<file path="src/hw/status_pkg.sv">
// Constants shared by the status, event and error queue block
`default_nettype none
package status_pkg;

  // Register offsets (byte addresses within the 256-byte window)
  localparam logic [7:0] OFS_GRP_BASE   = 8'h00;
  localparam logic [7:0] GRP_STRIDE     = 8'h0C;
  localparam logic [7:0] SUB_EVENT      = 8'h00;
  localparam logic [7:0] SUB_ENABLE     = 8'h04;
  localparam logic [7:0] SUB_COND       = 8'h08;
  localparam logic [7:0] OFS_CMD        = 8'h24;
  localparam logic [7:0] OFS_QNEXT      = 8'h28;
  localparam logic [7:0] OFS_QCOUNT     = 8'h2C;
  localparam logic [7:0] OFS_IRQ_STATUS = 8'h30;
  localparam logic [7:0] OFS_IRQ_CLEAR  = 8'h34;
  localparam logic [7:0] OFS_IRQ_ENABLE = 8'h38;
  localparam logic [7:0] OFS_EN_LIST    = 8'h40;
  localparam logic [7:0] OFS_DIS_LIST   = 8'h60;

  // Command register bit positions
  localparam int CMD_CLS_BIT        = 0;
  localparam int CMD_PRESET_BIT     = 1;
  localparam int CMD_QCLEAR_BIT     = 2;
  localparam int CMD_INST_RESET_BIT = 3;
  localparam int CMD_SYS_PRESET_BIT = 4;

  // Interrupt status bit positions
  localparam int IRQ_MEAS_BIT = 0;
  localparam int IRQ_OPER_BIT = 1;
  localparam int IRQ_QUES_BIT = 2;
  localparam int IRQ_QPUSH_BIT = 3;
  localparam int IRQ_QOVF_BIT = 4;
  localparam int IRQ_W        = 5;

  // Groups and message format
  localparam int NUM_GROUPS     = 3;
  localparam int MSG_W          = 16;
  localparam int LIST_VALID_BIT = 16;
  localparam int LIST_ENTRY_W   = 17;
  localparam int LIST_MAX       = 8;

  // Values after reset
  localparam logic [31:0]      EVENT_RST  = 32'h0000_0000;
  localparam logic [31:0]      ENABLE_RST = 32'h0000_0000;
  localparam logic [IRQ_W-1:0] IRQ_RST    = 5'h00;
  localparam logic [31:0]      RDATA_RST  = 32'h0000_0000;
  localparam logic             HRESP_OKAY = 1'b0;

  // Bus access sequencer
  typedef enum logic {BUS_IDLE, BUS_ACCESS} bus_state_t;

endpackage : status_pkg
`default_nettype wire

</file>
<file path="src/hw/err_stack.sv">
// Error message store: newest entry is read first, with clear and overflow drop
`default_nettype none
module err_stack #(
  parameter int W     = 16,
  parameter int DEPTH = 8
) (
  // Clock and reset
  input  wire logic                       hclk,
  input  wire logic                       hresetn,
  // Control
  input  wire logic                       push,
  input  wire logic [W-1:0]               push_data,
  input  wire logic                       pop,
  input  wire logic                       clear,
  // State
  output logic      [W-1:0]               top_data,
  output logic      [$clog2(DEPTH+1)-1:0] count,
  output logic                            overflow
);
  localparam int CW = $clog2(DEPTH+1);
  localparam logic [CW-1:0] FULL_CNT = CW'(DEPTH);

  logic [DEPTH-1:0][W-1:0] mem_q;
  logic [CW-1:0]           cnt_q;
  logic                    empty;
  logic                    full;

  if (DEPTH < 2) begin : g_bad_depth
    $error("err_stack needs DEPTH of at least 2");
  end

  assign empty    = (cnt_q == '0);
  assign full     = (cnt_q == FULL_CNT);
  assign count    = cnt_q;
  assign top_data = empty ? '0 : mem_q[cnt_q - CW'(1)];
  // Full store drops the newcomer so the history already held stays intact
  assign overflow = push && full && !pop && !clear;

  // Count and storage; a push in the clearing cycle survives
  always_ff @(posedge hclk or negedge hresetn) begin
    if (!hresetn) begin
      cnt_q <= '0;
      mem_q <= '0;
    end else if (clear) begin
      cnt_q <= push ? CW'(1) : '0;
      if (push) begin
        mem_q[0] <= push_data;
      end
    end else if (pop && !empty) begin
      if (push) begin
        mem_q[cnt_q - CW'(1)] <= push_data; // Replace the popped slot
      end else begin
        cnt_q <= cnt_q - CW'(1);
      end
    end else if (push && !full) begin
      mem_q[cnt_q] <= push_data;
      cnt_q        <= cnt_q + CW'(1);
    end
  end

endmodule // err_stack
`default_nettype wire

</file>
<file path="src/hw/status_block.sv">
// Status groups, error queue and message filter lists behind an AHB-Lite slave
//
// Behaviour
// Three groups, each with readable event, read/write enable, readable condition.
// Condition read returns present condition bits, no latching needed.
// Events cleared at power-up and clear-status; status preset leaves them.
// Enables cleared at power-up and status preset; clear-status leaves them.
// Queue emptied at power-up and clear-status; status preset leaves it.
// Filter lists cleared only at power-up.
// Instrument reset and system preset commands alter no status state.
// Status preset returns status registers to their default states.
// Queue read returns the most recent message held.
// Queue clear removes every held message.
// Host-writable list of codes allowed into the queue, readable back.
// Host-writable list of codes kept out of the queue, readable back.
// Event bit latches on condition rising, holds, clears when read.
`default_nettype none
module status_block
  import status_pkg::*;
#(
  parameter int GW        = 16,
  parameter int LIST_LEN  = 8,
  parameter int Q_DEPTH   = 8
) (
  // Clock and reset
  input  wire logic                 hclk,
  input  wire logic                 hresetn,
  // AHB-Lite slave
  input  wire logic                 hsel,
  input  wire logic [31:0]          haddr,
  input  wire logic [1:0]           htrans,
  input  wire logic                 hwrite,
  input  wire logic [2:0]           hsize,
  input  wire logic [31:0]          hwdata,
  input  wire logic                 hready,
  output logic      [31:0]          hrdata,
  output logic                      hreadyout,
  output logic                      hresp,
  // Condition inputs from the instrument
  input  wire logic [GW-1:0]        meas_cond,
  input  wire logic [GW-1:0]        oper_cond,
  input  wire logic [GW-1:0]        ques_cond,
  // Message source, same clock
  input  wire logic                 msg_valid,
  input  wire logic [MSG_W-1:0]     msg_code,
  // Summaries and interrupt
  output logic                      meas_summary,
  output logic                      oper_summary,
  output logic                      ques_summary,
  output logic                      irq
);
  localparam int QCW = $clog2(Q_DEPTH+1);

  if (GW < 1 || GW > 32 || LIST_LEN < 1 || LIST_LEN > LIST_MAX || Q_DEPTH < 2) begin : g_bad_param
    $error("status_block parameters out of range");
  end

  // Register offset of one register in a group
  function automatic logic [7:0] grp_ofs(input int g, input logic [7:0] sub);
    grp_ofs = OFS_GRP_BASE + 8'(g) * GRP_STRIDE + sub;
  endfunction

  // Code match against a filter list
  function automatic logic in_list(input logic [LIST_LEN-1:0][LIST_ENTRY_W-1:0] lst,
                                   input logic [MSG_W-1:0] code);
    logic hit;
    hit = 1'b0;
    for (int i = 0; i < LIST_LEN; i++) begin
      if (lst[i][LIST_VALID_BIT] && lst[i][MSG_W-1:0] == code) begin
        hit = 1'b1;
      end
    end
    in_list = hit;
  endfunction

  // Whether a filter list holds any valid entry
  function automatic logic list_any(input logic [LIST_LEN-1:0][LIST_ENTRY_W-1:0] lst);
    logic any;
    any = 1'b0;
    for (int i = 0; i < LIST_LEN; i++) begin
      any = any | lst[i][LIST_VALID_BIT];
    end
    list_any = any;
  endfunction

  // Bus sequencer state
  bus_state_t  bus_state_q;
  logic [7:0]  addr_q;
  logic        wr_q;
  logic        hit_q;
  logic        hreadyout_q;
  logic [31:0] hrdata_q;
  logic        wr_stb;
  logic        rd_stb;

  // Group state
  logic [NUM_GROUPS-1:0][GW-1:0] cond_in;
  logic [NUM_GROUPS-1:0][GW-1:0] cond_s1_q;
  logic [NUM_GROUPS-1:0][GW-1:0] cond_q;
  logic [NUM_GROUPS-1:0][GW-1:0] cond_prev_q;
  logic [NUM_GROUPS-1:0][GW-1:0] event_q;
  logic [NUM_GROUPS-1:0][GW-1:0] enable_q;
  logic [NUM_GROUPS-1:0][GW-1:0] ev_set;
  logic [NUM_GROUPS-1:0]         summary_q;

  // Commands
  logic cmd_wr;
  logic cls;
  logic preset;
  logic qclear;

  // Filter lists and queue
  logic [LIST_LEN-1:0][LIST_ENTRY_W-1:0] en_list_q;
  logic [LIST_LEN-1:0][LIST_ENTRY_W-1:0] dis_list_q;
  logic                                  admit;
  logic                                  q_push;
  logic                                  q_pop;
  logic [MSG_W-1:0]                      q_top;
  logic [QCW-1:0]                        q_count;
  logic                                  q_ovf;

  // Interrupt state
  logic [IRQ_W-1:0] irq_status_q;
  logic [IRQ_W-1:0] irq_enable_q;
  logic [IRQ_W-1:0] irq_set;
  logic             irq_q;

  // Read path
  logic [31:0] rd_data;

  assign hrdata       = hrdata_q;
  assign hreadyout    = hreadyout_q;
  assign hresp        = HRESP_OKAY;
  assign meas_summary = summary_q[0];
  assign oper_summary = summary_q[1];
  assign ques_summary = summary_q[2];
  assign irq          = irq_q;

  // Every transfer gets one wait state, so the access works on hwdata and
  // read data is registered, at the cost of half the bus throughput
  always_ff @(posedge hclk or negedge hresetn) begin
    if (!hresetn) begin
      bus_state_q <= BUS_IDLE;
      addr_q      <= 8'h00;
      wr_q        <= 1'b0;
      hit_q       <= 1'b0;
      hreadyout_q <= 1'b1;
    end else begin
      unique case (bus_state_q)
        BUS_IDLE: begin
          if (hsel && htrans[1] && hready) begin
            addr_q      <= haddr[7:0];
            wr_q        <= hwrite;
            hit_q       <= (haddr[31:8] == 24'h000000); // Outside window: reads 0, writes dropped
            hreadyout_q <= 1'b0;
            bus_state_q <= BUS_ACCESS;
          end
        end
        BUS_ACCESS: begin
          hreadyout_q <= 1'b1;
          bus_state_q <= BUS_IDLE;
        end
      endcase
    end
  end

  assign wr_stb = (bus_state_q == BUS_ACCESS) && wr_q && hit_q;
  assign rd_stb = (bus_state_q == BUS_ACCESS) && !wr_q && hit_q;

  // Command decode; reset and system preset bits are accepted and touch nothing
  assign cmd_wr = wr_stb && (addr_q == OFS_CMD);
  assign cls    = cmd_wr && hwdata[CMD_CLS_BIT];
  assign preset = cmd_wr && hwdata[CMD_PRESET_BIT];
  assign qclear = cls || (cmd_wr && hwdata[CMD_QCLEAR_BIT]);

  assign cond_in[0] = meas_cond;
  assign cond_in[1] = oper_cond;
  assign cond_in[2] = ques_cond;

  // Per group condition, event and enable registers
  for (genvar g = 0; g < NUM_GROUPS; g++) begin : g_grp
    // Two-stage synchroniser, then a delayed copy for edge detection
    always_ff @(posedge hclk or negedge hresetn) begin
      if (!hresetn) begin
        cond_s1_q[g]   <= '0;
        cond_q[g]      <= '0;
        cond_prev_q[g] <= '0;
      end else begin
        cond_s1_q[g]   <= cond_in[g];
        cond_q[g]      <= cond_s1_q[g];
        cond_prev_q[g] <= cond_q[g];
      end
    end

    assign ev_set[g] = cond_q[g] & ~cond_prev_q[g];

    // Sticky events; a new edge in the clearing cycle still lands
    always_ff @(posedge hclk or negedge hresetn) begin
      if (!hresetn) begin
        event_q[g] <= EVENT_RST[GW-1:0];
      end else if (cls || (rd_stb && addr_q == grp_ofs(g, SUB_EVENT))) begin
        event_q[g] <= ev_set[g];
      end else begin
        event_q[g] <= event_q[g] | ev_set[g];
      end
    end

    // Enable mask, untouched by clear-status
    always_ff @(posedge hclk or negedge hresetn) begin
      if (!hresetn) begin
        enable_q[g] <= ENABLE_RST[GW-1:0];
      end else if (preset) begin
        enable_q[g] <= ENABLE_RST[GW-1:0];
      end else if (wr_stb && addr_q == grp_ofs(g, SUB_ENABLE)) begin
        enable_q[g] <= hwdata[GW-1:0];
      end
    end

    // Group summary
    always_ff @(posedge hclk or negedge hresetn) begin
      if (!hresetn) begin
        summary_q[g] <= 1'b0;
      end else begin
        summary_q[g] <= |(event_q[g] & enable_q[g]);
      end
    end
  end

  // Filter lists, cleared only by power-up reset
  for (genvar i = 0; i < LIST_LEN; i++) begin : g_list
    always_ff @(posedge hclk or negedge hresetn) begin
      if (!hresetn) begin
        en_list_q[i]  <= '0;
        dis_list_q[i] <= '0;
      end else begin
        if (wr_stb && addr_q == OFS_EN_LIST + 8'(i * 4)) begin
          en_list_q[i] <= hwdata[LIST_ENTRY_W-1:0];
        end
        if (wr_stb && addr_q == OFS_DIS_LIST + 8'(i * 4)) begin
          dis_list_q[i] <= hwdata[LIST_ENTRY_W-1:0];
        end
      end
    end
  end

  // An empty allow list admits every code; the block list always wins
  assign admit  = (!list_any(en_list_q) || in_list(en_list_q, msg_code))
                  && !in_list(dis_list_q, msg_code);
  assign q_push = msg_valid && admit;
  assign q_pop  = rd_stb && (addr_q == OFS_QNEXT) && (q_count != '0);

  // Message store
  err_stack #(
    .W     (MSG_W),
    .DEPTH (Q_DEPTH)
  ) u_err_stack (
    .hclk      (hclk),
    .hresetn   (hresetn),
    .push      (q_push),
    .push_data (msg_code),
    .pop       (q_pop),
    .clear     (qclear),
    .top_data  (q_top),
    .count     (q_count),
    .overflow  (q_ovf)
  );

  // Interrupt events
  assign irq_set[IRQ_MEAS_BIT]  = |ev_set[0];
  assign irq_set[IRQ_OPER_BIT]  = |ev_set[1];
  assign irq_set[IRQ_QUES_BIT]  = |ev_set[2];
  assign irq_set[IRQ_QPUSH_BIT] = q_push && !q_ovf;
  assign irq_set[IRQ_QOVF_BIT]  = q_ovf;

  // Sticky interrupt status; set beats a simultaneous clear
  always_ff @(posedge hclk or negedge hresetn) begin
    if (!hresetn) begin
      irq_status_q <= IRQ_RST;
    end else if (wr_stb && addr_q == OFS_IRQ_CLEAR) begin
      irq_status_q <= (irq_status_q & ~hwdata[IRQ_W-1:0]) | irq_set;
    end else begin
      irq_status_q <= irq_status_q | irq_set;
    end
  end

  // Interrupt enable
  always_ff @(posedge hclk or negedge hresetn) begin
    if (!hresetn) begin
      irq_enable_q <= IRQ_RST;
    end else if (wr_stb && addr_q == OFS_IRQ_ENABLE) begin
      irq_enable_q <= hwdata[IRQ_W-1:0];
    end
  end

  // Level interrupt, registered so the pin is glitch free
  always_ff @(posedge hclk or negedge hresetn) begin
    if (!hresetn) begin
      irq_q <= 1'b0;
    end else begin
      irq_q <= |(irq_status_q & irq_enable_q);
    end
  end

  // Read multiplexer; write-only and unmapped words read as zero
  always_comb begin
    rd_data = 32'h0000_0000;
    for (int g = 0; g < NUM_GROUPS; g++) begin
      if (addr_q == grp_ofs(g, SUB_EVENT)) begin
        rd_data[GW-1:0] = event_q[g];
      end
      if (addr_q == grp_ofs(g, SUB_ENABLE)) begin
        rd_data[GW-1:0] = enable_q[g];
      end
      if (addr_q == grp_ofs(g, SUB_COND)) begin
        rd_data[GW-1:0] = cond_q[g];
      end
    end
    for (int i = 0; i < LIST_LEN; i++) begin
      if (addr_q == OFS_EN_LIST + 8'(i * 4)) begin
        rd_data[LIST_ENTRY_W-1:0] = en_list_q[i];
      end
      if (addr_q == OFS_DIS_LIST + 8'(i * 4)) begin
        rd_data[LIST_ENTRY_W-1:0] = dis_list_q[i];
      end
    end
    if (addr_q == OFS_QNEXT) begin
      rd_data[MSG_W-1:0] = q_top;
    end
    if (addr_q == OFS_QCOUNT) begin
      rd_data[QCW-1:0] = q_count;
    end
    if (addr_q == OFS_IRQ_STATUS) begin
      rd_data[IRQ_W-1:0] = irq_status_q;
    end
    if (addr_q == OFS_IRQ_ENABLE) begin
      rd_data[IRQ_W-1:0] = irq_enable_q;
    end
  end

  // Read data register, held until the next read
  always_ff @(posedge hclk or negedge hresetn) begin
    if (!hresetn) begin
      hrdata_q <= RDATA_RST;
    end else if (bus_state_q == BUS_ACCESS && !wr_q) begin
      hrdata_q <= hit_q ? rd_data : RDATA_RST;
    end
  end

endmodule // status_block
`default_nettype wire

</file>
<file path="config.mk">
export PLATFORM = sky130hd
export DESIGN_NAME = status_block
export DESIGN_NICKNAME = d
export VERILOG_FILES = /design/src/hw/status_pkg.sv /design/src/hw/err_stack.sv /design/src/hw/status_block.sv
export SDC_FILE = /design/constraint.sdc
export NUM_CORES = 1
export LEC_CHECK = 0
export BUFFER_PORTS_ARGS = -buffer_cell sky130_fd_sc_hd__buf_2
export CAP_MARGIN = 40
export CORE_ASPECT_RATIO = 0.9
export CORE_MARGIN = 3
export CORE_UTILIZATION = 55
export CTS_CLUSTER_DIAMETER = 80
export CTS_CLUSTER_SIZE = 10
export DETAILED_ROUTE_END_ITERATION = 8
export GPL_ROUTABILITY_DRIVEN = 0
export PLACE_DENSITY = 0.73
export SETUP_SLACK_MARGIN = 0.1
export SYNTH_ARGS = -nofsm -noshare
export SYNTH_HDL_FRONTEND = slang
export SYNTH_SLANG_ARGS = --single-unit
</file>
<file path="constraint.sdc">
create_clock -name hclk -period 7.95 [get_ports hclk]
set_input_delay 0.795 -clock hclk [delete_from_list [all_inputs] [get_ports hclk]]
set_output_delay 0.795 -clock hclk [all_outputs]
set_load 0.005 [all_outputs]
</file>
# ---- Word-level counts from Yosys, hierarchy flattened
# Cells that the tools add are included.
# W data, S select, Z words.
dict set report totals {
  regBits 702
  latch_bits 0
  mem_bits_rw 0
  rom_bits 0
  out_inout_bits 38
  word_cells 309
  mem_count 0
}
dict set report classes {
  add_sub_neg 2
  n_mul 0
  div_mod_pow 0
  order_cmp 4
  eq_ne 51
  n_shift 0
  n_mux 79
  bitwise 26
  n_reduce_logical 95
}
# op count
set ops {}
lappend ops {{$mux W16} 25}
lappend ops {{$mux W128} 3}
lappend ops {{$mux W17} 17}
lappend ops {{$bwmux W128} 2}
lappend ops {{$eq A16 B16 Y1} 16}
lappend ops {{$eq A8 B7 Y1 const B} 16}
lappend ops {{$and A16 B16 Y16} 6}
lappend ops {{$demux W16 S3} 2}
lappend ops {{$reduce_or A16 Y1} 6}
lappend ops {{$logic_and A1 B1 Y1} 62}
lappend ops {{$eq A8 B6 Y1 const B} 7}
lappend ops {{$bmux W16 S3} 1}
lappend ops {{$not A16 Y16} 3}
lappend ops {{$or A16 B16 Y16} 3}
lappend ops {{$eq A8 B5 Y1 const B} 4}
lappend ops {{$logic_not A24 Y1} 1}
lappend ops {{$mux W4} 5}
lappend ops {{$mux W1} 19}
lappend ops {{$eq A8 B4 Y1 const B} 2}
lappend ops {{$mux W5} 3}
lappend ops {{$and A5 B5 Y5} 2}
lappend ops {{$or A5 B5 Y5} 2}
lappend ops {{$eq A8 B3 Y1 const B} 1}
lappend ops {{$ge A4 B1 Y1 const B} 2}
lappend ops {{other kinds (20)} 47}

# ---- Longest topological paths before layout
# Gate-level depths: netlist of run 1.
dict set report logic_depth {
  depth_word 31
  depth_mapped 15
}

# ---- By module
# A second synthesis of run 1 with hierarchy kept.
dict set report hier_totals {
  cells_unflattened 2869
  hier_area_um2 33530.9
}
# module n_inst cells_each area_per_inst_um2 seq_area_each_um2
set modules_own_cells {}
lappend modules_own_cells {status_block 1 2389 27037.2 13889.6}
lappend modules_own_cells {err_stack 1 480 6493.7 3303.2}

# ---- Worst setup path before layout of run 1
# Ideal clock, no wire load.
dict set report synth_timing {
  kind {in2reg}
  start {input port msg_code[6]}
  end {register u_err_stack.mem_q[37] (netlist bit)}
  setup_time_ns 0.125
  arrival_time_ns 3.023
  required_time_ns 7.825
  setup_slack_ns 4.803
  stages 12
  cell_sequence {buf_4 -> buf_6 -> xor2_1 -> nor4_1 -> nand4_1 -> o41ai_1 -> nor4_4 -> o211ai_4 -> nor3_4 -> nand2_2 -> buf_4 -> mux2_2}
}
dict set report synth_between {
  elab_chain_len 16
}
# element line
set synth_rtl {}
lappend synth_rtl {{start, declared} status_block.sv:45} ;# input wire logic [MSG_W-1:0] msg_code,
lappend synth_rtl {{$eq A16 B16 Y1} status_block.sv:69} ;# if (lst[i][LIST_VALID_BIT] && lst[i][MSG_W-1:0] == code) begin
lappend synth_rtl {{$logic_and A1 B1 Y1} status_block.sv:69}
lappend synth_rtl {{$mux W1 (8 in series)} status_block.sv:69}
lappend synth_rtl {{$logic_or A1 B1 Y1 / $logic_not A1 Y1 (equally long branches)} {status_block.sv:247, status_block.sv:248}}
lappend synth_rtl {{$logic_and A1 B1 Y1 (*)} status_block.sv:248} ;# && !in_list(dis_list_q, msg_code);
lappend synth_rtl {{$logic_and A1 B1 Y1 (*)} status_block.sv:249} ;# assign q_push = msg_valid && admit;
lappend synth_rtl {{$logic_and A1 B1 Y1} err_stack.sv:55} ;# end else if (push && !full) begin
lappend synth_rtl {{$reduce_bool A2 Y1 (no line)} -}
lappend synth_rtl {{$reduce_and A3 Y1 (no line) (*)} -}
lappend synth_rtl {{end signal, assigned by index} err_stack.sv:51} ;# mem_q[cnt_q - CW'(1)] <= push_data;
lappend synth_rtl {{end signal, assigned by index} err_stack.sv:56} ;# mem_q[cnt_q] <= push_data;
lappend synth_rtl {{end, declared} err_stack.sv:23} ;# logic [DEPTH-1:0][W-1:0] mem_q;
# Mark *: on every way between the ends. The rest lies on a longest branch, timed or not.
# A chain may end at the register's enable or synchronous reset.

# ---- Final worst setup path of run 1
dict set report layout_timing {
  start {register addr_q[2]}
  end {register hrdata_q[0], in the netlist hrdata[0]}
}
dict set report layout_between {
  elab_chain_len 31
}
# element line
set layout_rtl {}
lappend layout_rtl {{start, declared} status_block.sv:88} ;# logic [7:0] addr_q;
lappend layout_rtl {{start signal, assigned} status_block.sv:152} ;# addr_q <= haddr[7:0];
lappend layout_rtl {{$logic_not A8 Y1} status_block.sv:308} ;# if (addr_q == grp_ofs(g, SUB_EVENT)) begin
lappend layout_rtl {{$mux W16} status_block.sv:308}
lappend layout_rtl {{$mux W16} status_block.sv:311} ;# if (addr_q == grp_ofs(g, SUB_ENABLE)) begin
lappend layout_rtl {{$mux W16} status_block.sv:314} ;# if (addr_q == grp_ofs(g, SUB_COND)) begin
lappend layout_rtl {{$mux W16} status_block.sv:308}
lappend layout_rtl {{$mux W16} status_block.sv:311}
lappend layout_rtl {{$mux W16} status_block.sv:314}
lappend layout_rtl {{$mux W16} status_block.sv:308}
lappend layout_rtl {{[15 not listed]} -}
lappend layout_rtl {{$mux W17} status_block.sv:322} ;# if (addr_q == OFS_DIS_LIST + 8'(i * 4)) begin
lappend layout_rtl {{$mux W17} status_block.sv:319} ;# if (addr_q == OFS_EN_LIST + 8'(i * 4)) begin
lappend layout_rtl {{$mux W17} status_block.sv:322}
lappend layout_rtl {{$mux W16} status_block.sv:326} ;# if (addr_q == OFS_QNEXT) begin
lappend layout_rtl {{$mux W4} status_block.sv:329} ;# if (addr_q == OFS_QCOUNT) begin
lappend layout_rtl {{$mux W5} status_block.sv:332} ;# if (addr_q == OFS_IRQ_STATUS) begin
lappend layout_rtl {{$mux W5 (*)} status_block.sv:335} ;# if (addr_q == OFS_IRQ_ENABLE) begin
lappend layout_rtl {{$mux W17 (*)} status_block.sv:345} ;# hrdata_q <= hit_q ? rd_data : RDATA_RST;
lappend layout_rtl {{end signal, assigned} status_block.sv:345}
lappend layout_rtl {{end, declared} status_block.sv:92} ;# logic [31:0] hrdata_q;
# Marks and branches as above.

==> results of run 1 <==
critical path: cells and delay by family, from the launching register on:
| kind | cells | cell delay [ns] |
|---|---|---|
| AOI/OAI and AO/OA | 4 | 0.89 |
| buffers and inverters | 3 | 1.27 |
| DFF | 1 | 0.34 |
| and+or+nand+nor | 4 | 1.90 |
cell usage in the layout, fill, tap and decap left out, types with 24 or more instances in the layout:
| cell | n |
|---|---|
| a221oi_1 | 69 |
| dfrtp_1 | 684 |
| a21oi_1 | 128 |
| a21o_1 | 51 |
| mux2_2 | 360 |
| nor4_1 | 55 |
| o21ai_0 | 103 |
| xnor2_1 | 123 |
| xor2_1 | 135 |
| nand2_1 | 225 |
| mux2i_1 | 71 |
| buf_4 | 62 |
| nor3_1 | 43 |
| nand4_1 | 44 |
| mux2_4 | 30 |
| nor2b_1 | 42 |
| o22ai_1 | 51 |
| buf_2 | 143 |
| clkbuf_16 | 78 |
| nand3_1 | 24 |
| nor2_1 | 103 |
layout make-up:
type	instances	area, µm²	share of cell area [%]
antenna	2	5.005	0.01364
clock buffer	87	1996	5.438
clock inverter	7	141.4	0.3852
inverter	21	78.83	0.2148
multi-input combinational	1932	14970	40.78
sequential	687	17200	46.86
tap	783	979.7	2.669
timing repair buffer	214	1336	3.641
final timing paths:
kind / endpoint / slack [ns] / cells after the start
min in group hclk: cond_s1_q[47]$_DFF_PN0_ / 0.27 / 1
worst max-delay path: hrdata[0]$_DFFE_PN0P_ / 3.43 / 11
worst max register to register: hrdata[0]$_DFFE_PN0P_ / 3.43 / 11
worst min-delay path: en_list_q[114]$_DFFE_PN0P_ / 0.21 / 1
worst min register to register: cond_q[45]$_DFF_PN0_ / 0.32 / 0
max in group asynchronous: cond_q[18]$_DFF_PN0_ / 5.77 / 3
per-layer routing:
layer | vias up | GRT usage (%) | part of all wire (%)
met3 | 388 | 11.51 | 13
li1 | 10435 | - | -
met2 | 1749 | 48.72 | 42
met4 | 4 | 15.28 | 5.4
met5 | - | 0 | 0.027
met1 | 12841 | 46.37 | 39
sequential cells by signal, summed over array words and instances (netlist names), 4 cells and up:
| register | count |
|---|---|
| hrdata | 17 |
| enable_q | 48 |
| u_err_stack.mem_q | 128 |
| u_err_stack.count | 4 |
| en_list_q | 136 |
| cond_s1_q | 48 |
| addr_q | 8 |
| cond_prev_q | 48 |
| irq_enable_q | 5 |
| event_q | 48 |
| cond_q | 48 |
| irq_status_q | 5 |
| dis_list_q | 136 |
where the power goes:
group	switching (mW)	total, mW	internal, mW
Clock	1.40	3.18	1.78
Combinational	0.772	1.14	0.367
Sequential	0.134	3.75	3.62
Total	2.31	8.07	5.77
per-stage QoR:
step	area [µm²]	hold WS, ns	util [%]	instances
floorplan	33520	0.3312	-	2875
global placement	34440	0.3330	57.41	3627
detailed placement	34560	0.3347	57.61	3637
CTS	36700	0.2310	61.18	3731
global route	36700	0.2437	61.18	3732
finish	36700	0.2115	61.18	3733
cells by family (layout without fill, tap and decap cells):
family                     Yosys count  count (layout)  synth area share (%)
other                                1              18               0.01121
xor gates and xnor gates           258             258                 6.753
and+or+nand+nor                    597             597                 9.000
muxes                              493             493                 17.10
adders and majority gates            3               3                0.1122
DFF                                687             687                 51.38
AOI/OAI and AO/OA                  565             565                 11.45
buffers and inverters              256             329                 4.188
==> results.sh, run 1 <==
export IMPL_outcome="completed"
export IMPL_path_class="reg -> reg"
export IMPL_overflow=0
export IMPL_fmax_ghz=0.2213
export IMPL_crit_top_cell="buf_4"
export IMPL_powerDensity_mw_per_mm2=220.0
export IMPL_p_total_mw=8.073
export IMPL_clock_skew_ns=0.02824
export IMPL_synth_edf_count=0
export IMPL_drive_above_1_share_pct=25.10
export IMPL_layout_nets=3076
export IMPL_drtPass1Iterations=6
export IMPL_antenna_found_initial=5
export IMPL_yosysUniqueCellTypes=80
export IMPL_synth_cells=2860
export IMPL_finalCritPeriodShare_pct=56.83
export IMPL_clkTransAtPathRegs_ns=0.06
export IMPL_cts_buffer_depth=3
export IMPL_track_usage_pct=33.76
export IMPL_port_buffers=141
export IMPL_vias_per_cell=6.809
export IMPL_dp_slack_ns=3.387
export IMPL_synth_top_area_share_pct=51.30
export IMPL_clockRootBuffer="clkbuf_16"
export IMPL_worstSetupStartpointType="flip-flop"
export IMPL_yosysTopAreaCell="dfrtp_1"
export IMPL_cts_sinks=687
export IMPL_first_iter_violations=3294
export IMPL_synthArstFlopShare_pct=100.0
export IMPL_hold_class="in -> async"
export IMPL_initial_core_util_pct=55.78
export IMPL_hpwl_um=71810
export IMPL_rsz0062_at_grt="no"
export IMPL_cp_data_required_time_ns=8.49
export IMPL_setup_ws_ns=3.432
export IMPL_p_leak_nw=16.06
export IMPL_tns_ns=0
export IMPL_die_area_mm2=0.06384
export IMPL_path_cells="buf_4 -> nand4bb_1 -> buf_4 -> nor2_1 -> buf_4 -> a222oi_1 -> nand3_1 -> a21oi_1 -> nor3_1 -> o221ai_1 -> a32oi_1"
export IMPL_ys_flop_type="dfrtp_1"
export IMPL_die_h_um=240.0
export IMPL_ys_ff_latch=687
export IMPL_holdBufCountCts=0
export IMPL_drv_cap=0
export IMPL_hold_viol_final=0
export IMPL_fill_cells=4781
export IMPL_synth_common_cells="dfrtp_1 (686), mux2_2 (360), nand2_1 (225)"
export IMPL_setup_violations_final=0
export IMPL_relSlewSlack_pct=28.46
export IMPL_ctsResizeCount=0
export IMPL_cts_htree_levels=3
export IMPL_ys_warn_count=0
export IMPL_cts_tree="built"
export IMPL_crit_slowest_cell="nand4bb_1"
export IMPL_cp_startpoint="addr_q[2]$_DFFE_PN0P_"
export IMPL_ant_nets=0
export IMPL_clkLatencyLatePin_ns=0.63
export IMPL_synth_most_common_cell="dfrtp_1"
export IMPL_cts_setup_buffers=0
export IMPL_die_w_um=266.0
export IMPL_vias=25417
export IMPL_rows=85
export IMPL_fp_coreArea_mm2=0.05998
export IMPL_grt_max_degree=176
export IMPL_grt_pass1_vias=25265
export IMPL_crit_path_end_kind="flip-flop"
export IMPL_slew_violations=0
export IMPL_pin_count=177
export IMPL_period_needed_ns=4.518
export IMPL_crit_path_max_fanout=47
export IMPL_ys_seq_area_share_pct=51.38
export IMPL_syn_avg_cell_area_um2=11.70
export IMPL_synthTopCellsByArea="dfrtp_1 (51%), mux2_2 (12%), xor2_1 (3.5%)"
export IMPL_ir_drop_mv=0.2013
export IMPL_syn_area_mm2=0.03346
export IMPL_tightest_slew_ns=1.073
export IMPL_cts_inserted_buffers=78
export IMPL_syn_to_final_growth_pct=9.681
export IMPL_wl_per_cell_um=28.99
export IMPL_timing_rr_start="addr_q[2]$_DFFE_PN0P_"
export IMPL_drc=0
export IMPL_arrival_ns=5.06
export IMPL_max_stage_delay_ns=0.80
export IMPL_wirelength_um=108200
export IMPL_grt_pass1_wl_um=161000
No activity file was read; power rests on OpenSTA's default activity.
==> inputs of run 2 (changes only) <==
Settings changed: PLACE_DENSITY 0.73 to 0.76.
Clock period 7.95 ns to 3.9 ns, I/O delays scaled along.
==> results.sh, run 2 (synthesis results as in run 1) <==
export IMPL_crit_path_end_kind="flip-flop"
export IMPL_fmax_ghz=0.2729
export IMPL_cpLargestDelayFamily="compound AO/OA/AOI/OAI gates"
export IMPL_ctsResizeCount=0
export IMPL_cp_startpoint="addr_q[2]$_DFFE_PN0P_"
export IMPL_pin_count=177
export IMPL_drive_above_1_share_pct=26.64
export IMPL_holdBufCountCts=58
export IMPL_layout_cells_most_common_list="dfrtp_1 (684), mux2_2 (360), nand2_1 (225), buf_2 (141), xor2_1 (135)"
export IMPL_overflow=0
export IMPL_dp_slack_ns=0.2145
export IMPL_grt_max_degree=111
export IMPL_timing_rr_start="addr_q[2]$_DFFE_PN0P_"
export IMPL_syn_to_final_growth_pct=13.82
export IMPL_p_int_mw=11.92
export IMPL_cts_buffer_depth=3
export IMPL_min_from="haddr[19]"
export IMPL_first_iter_violations=3850
export IMPL_fill_cells=4485
export IMPL_outcome="completed"
export IMPL_port_buffers=141
export IMPL_setup_violations_final=0
export IMPL_grt_pass1_wl_um=166700
export IMPL_die_w_um=266.0
export IMPL_relSlewSlack_pct=26.06
export IMPL_max_stage_delay_ns=0.62
export IMPL_rows=85
export IMPL_arrival_ns=4.22
export IMPL_tightest_slew_ns=1.109
export IMPL_initial_core_util_pct=55.78
export IMPL_clockRootBuffer="clkbuf_16"
export IMPL_fp_coreArea_mm2=0.05998
export IMPL_track_usage_pct=34.63
export IMPL_crit_path_max_fanout=17
export IMPL_p_seq_share_pct=45.9
export IMPL_path_cells="or4b_1 -> buf_4 -> nor2_1 -> a21oi_1 -> o21ai_0 -> buf_4 -> nor3_1 -> o21ai_0 -> a21oi_1 -> nor3_1 -> nor2_1"
export IMPL_drc=0
export IMPL_ant_nets=0
export IMPL_p_clk_share_pct=39.1
export IMPL_p_total_mw=16.68
export IMPL_grt_pass1_vias=26474
export IMPL_power_switching_mw=4.759
export IMPL_p_leak_nw=16.77
export IMPL_clock_skew_ns=0.03676
export IMPL_cp_buffers_inverters=2
export IMPL_tns_ns=0
export IMPL_hpwl_um=75410
export IMPL_drtPass1Iterations=7
export IMPL_final_common_cell="dfrtp_1"
export IMPL_period_needed_ns=3.664
export IMPL_antenna_found_initial=3
export IMPL_cts_tree="built"
export IMPL_die_h_um=240.0
export IMPL_vias=26293
export IMPL_ir_drop_mv=0.3867
export IMPL_hold_ws_ns=0.03629
export IMPL_cts_htree_levels=3
export IMPL_cts_setup_buffers=0
export IMPL_wirelength_um=110600
export IMPL_hold_viol_final=0
export IMPL_reg_top3="dis_list_q x136, en_list_q x136, u_err_stack.mem_q x128"
export IMPL_wl_per_cell_um=28.56
export IMPL_die_area_mm2=0.06384
export IMPL_hold_class="in -> reg"
export IMPL_cts_sinks=687
export IMPL_setup_ws_ns=0.2356
export IMPL_pwr_share_comb_pct=15.0
export IMPL_cts_inserted_buffers=78
export IMPL_drv_cap=0
export IMPL_vias_per_cell=6.789
export IMPL_clkLatencyLatePin_ns=0.65
export IMPL_finalCritPeriodShare_pct=93.96
export IMPL_path_class="reg -> reg"
export IMPL_layout_nets=3218
export IMPL_crit_slowest_cell="dfrtp_2"
export IMPL_worstSetupStartpointType="flip-flop"
export IMPL_slew_violations=0
export IMPL_rsz0062_at_grt="no"
export IMPL_switching_share_pct=28.53
export IMPL_cp_data_required_time_ns=4.45
export IMPL_clkTransAtPathRegs_ns=0.06
export IMPL_powerDensity_mw_per_mm2=437.9
[run 2: worst reg2reg max path: cells and delay by family (launching register included)]
| family | cells | cell delay (ns) |
|---|---|---|
| flops | 1 | 0.62 |
| buf+inv | 2 | 0.46 |
| simple gates | 5 | 1.14 |
| compound gates | 4 | 1.36 |
[run 2: final timing paths]
check                      slack (ns)  cells after the start                                  to
hold reg to reg                  0.32                      0                cond_q[29]$_DFF_PN0_
max in group asynchronous        2.31                      3  u_err_stack.mem_q[121]$_DFFE_PN0P_
setup reg to reg                 0.24                     11               hrdata[9]$_DFFE_PN0P_
setup / recovery                 0.24                     11               hrdata[9]$_DFFE_PN0P_
min in group asynchronous        0.49                      2             cond_s1_q[10]$_DFF_PN0_
hold / removal                   0.04                      4                   hit_q$_DFFE_PN0P_
[run 2: power by group through the flow]
stage	Combinational [mW]	Clock [mW]	Sequential [mW]
4_1_cts	2.39	6.54	7.65
2_1_floorplan	1.42	0	7.62
3_5_place_dp	2.33	0	7.77
3_3_place_gp	2.27	0	7.75
5_1_grt	2.60	6.86	7.68
6_report	2.50	6.52	7.65
[run 2: final cells by class]
class | count | area (µm²) | share of cell area [%]
multi-input cells | 1932 | 14960 | 39.27
well taps | 783 | 979.7 | 2.572
inverters | 21 | 78.83 | 0.2070
clock buffers | 88 | 2021 | 5.306
diodes | 1 | 2.502 | 0.006570
clock inverters | 5 | 95.09 | 0.2497
repair buffers | 356 | 2755 | 7.234
flip-flops and latches | 687 | 17200 | 45.15
[run 2: metal layers]
| layer | up-vias | global-route usage [%] | wire length, µm |
|---|---|---|---|
| li1 | 10737 | - | - |
| met1 | 13108 | 45.78 | 41230 |
| met2 | 1863 | 51.46 | 47660 |
| met3 | 581 | 10.23 | 13890 |
| met4 | 4 | 19.42 | 7788 |
| met5 | - | 0 | 27 |
[run 2: metrics by stage]
step           util (%)  area, µm²  instances
2_1_floorplan         -      33520       2875
3_3_place_gp      58.94      35360       3719
3_5_place_dp      59.00      35390       3721
4_1_cts           63.49      38080       3872
5_1_grt           63.50      38090       3873
6_report          63.50      38090       3873
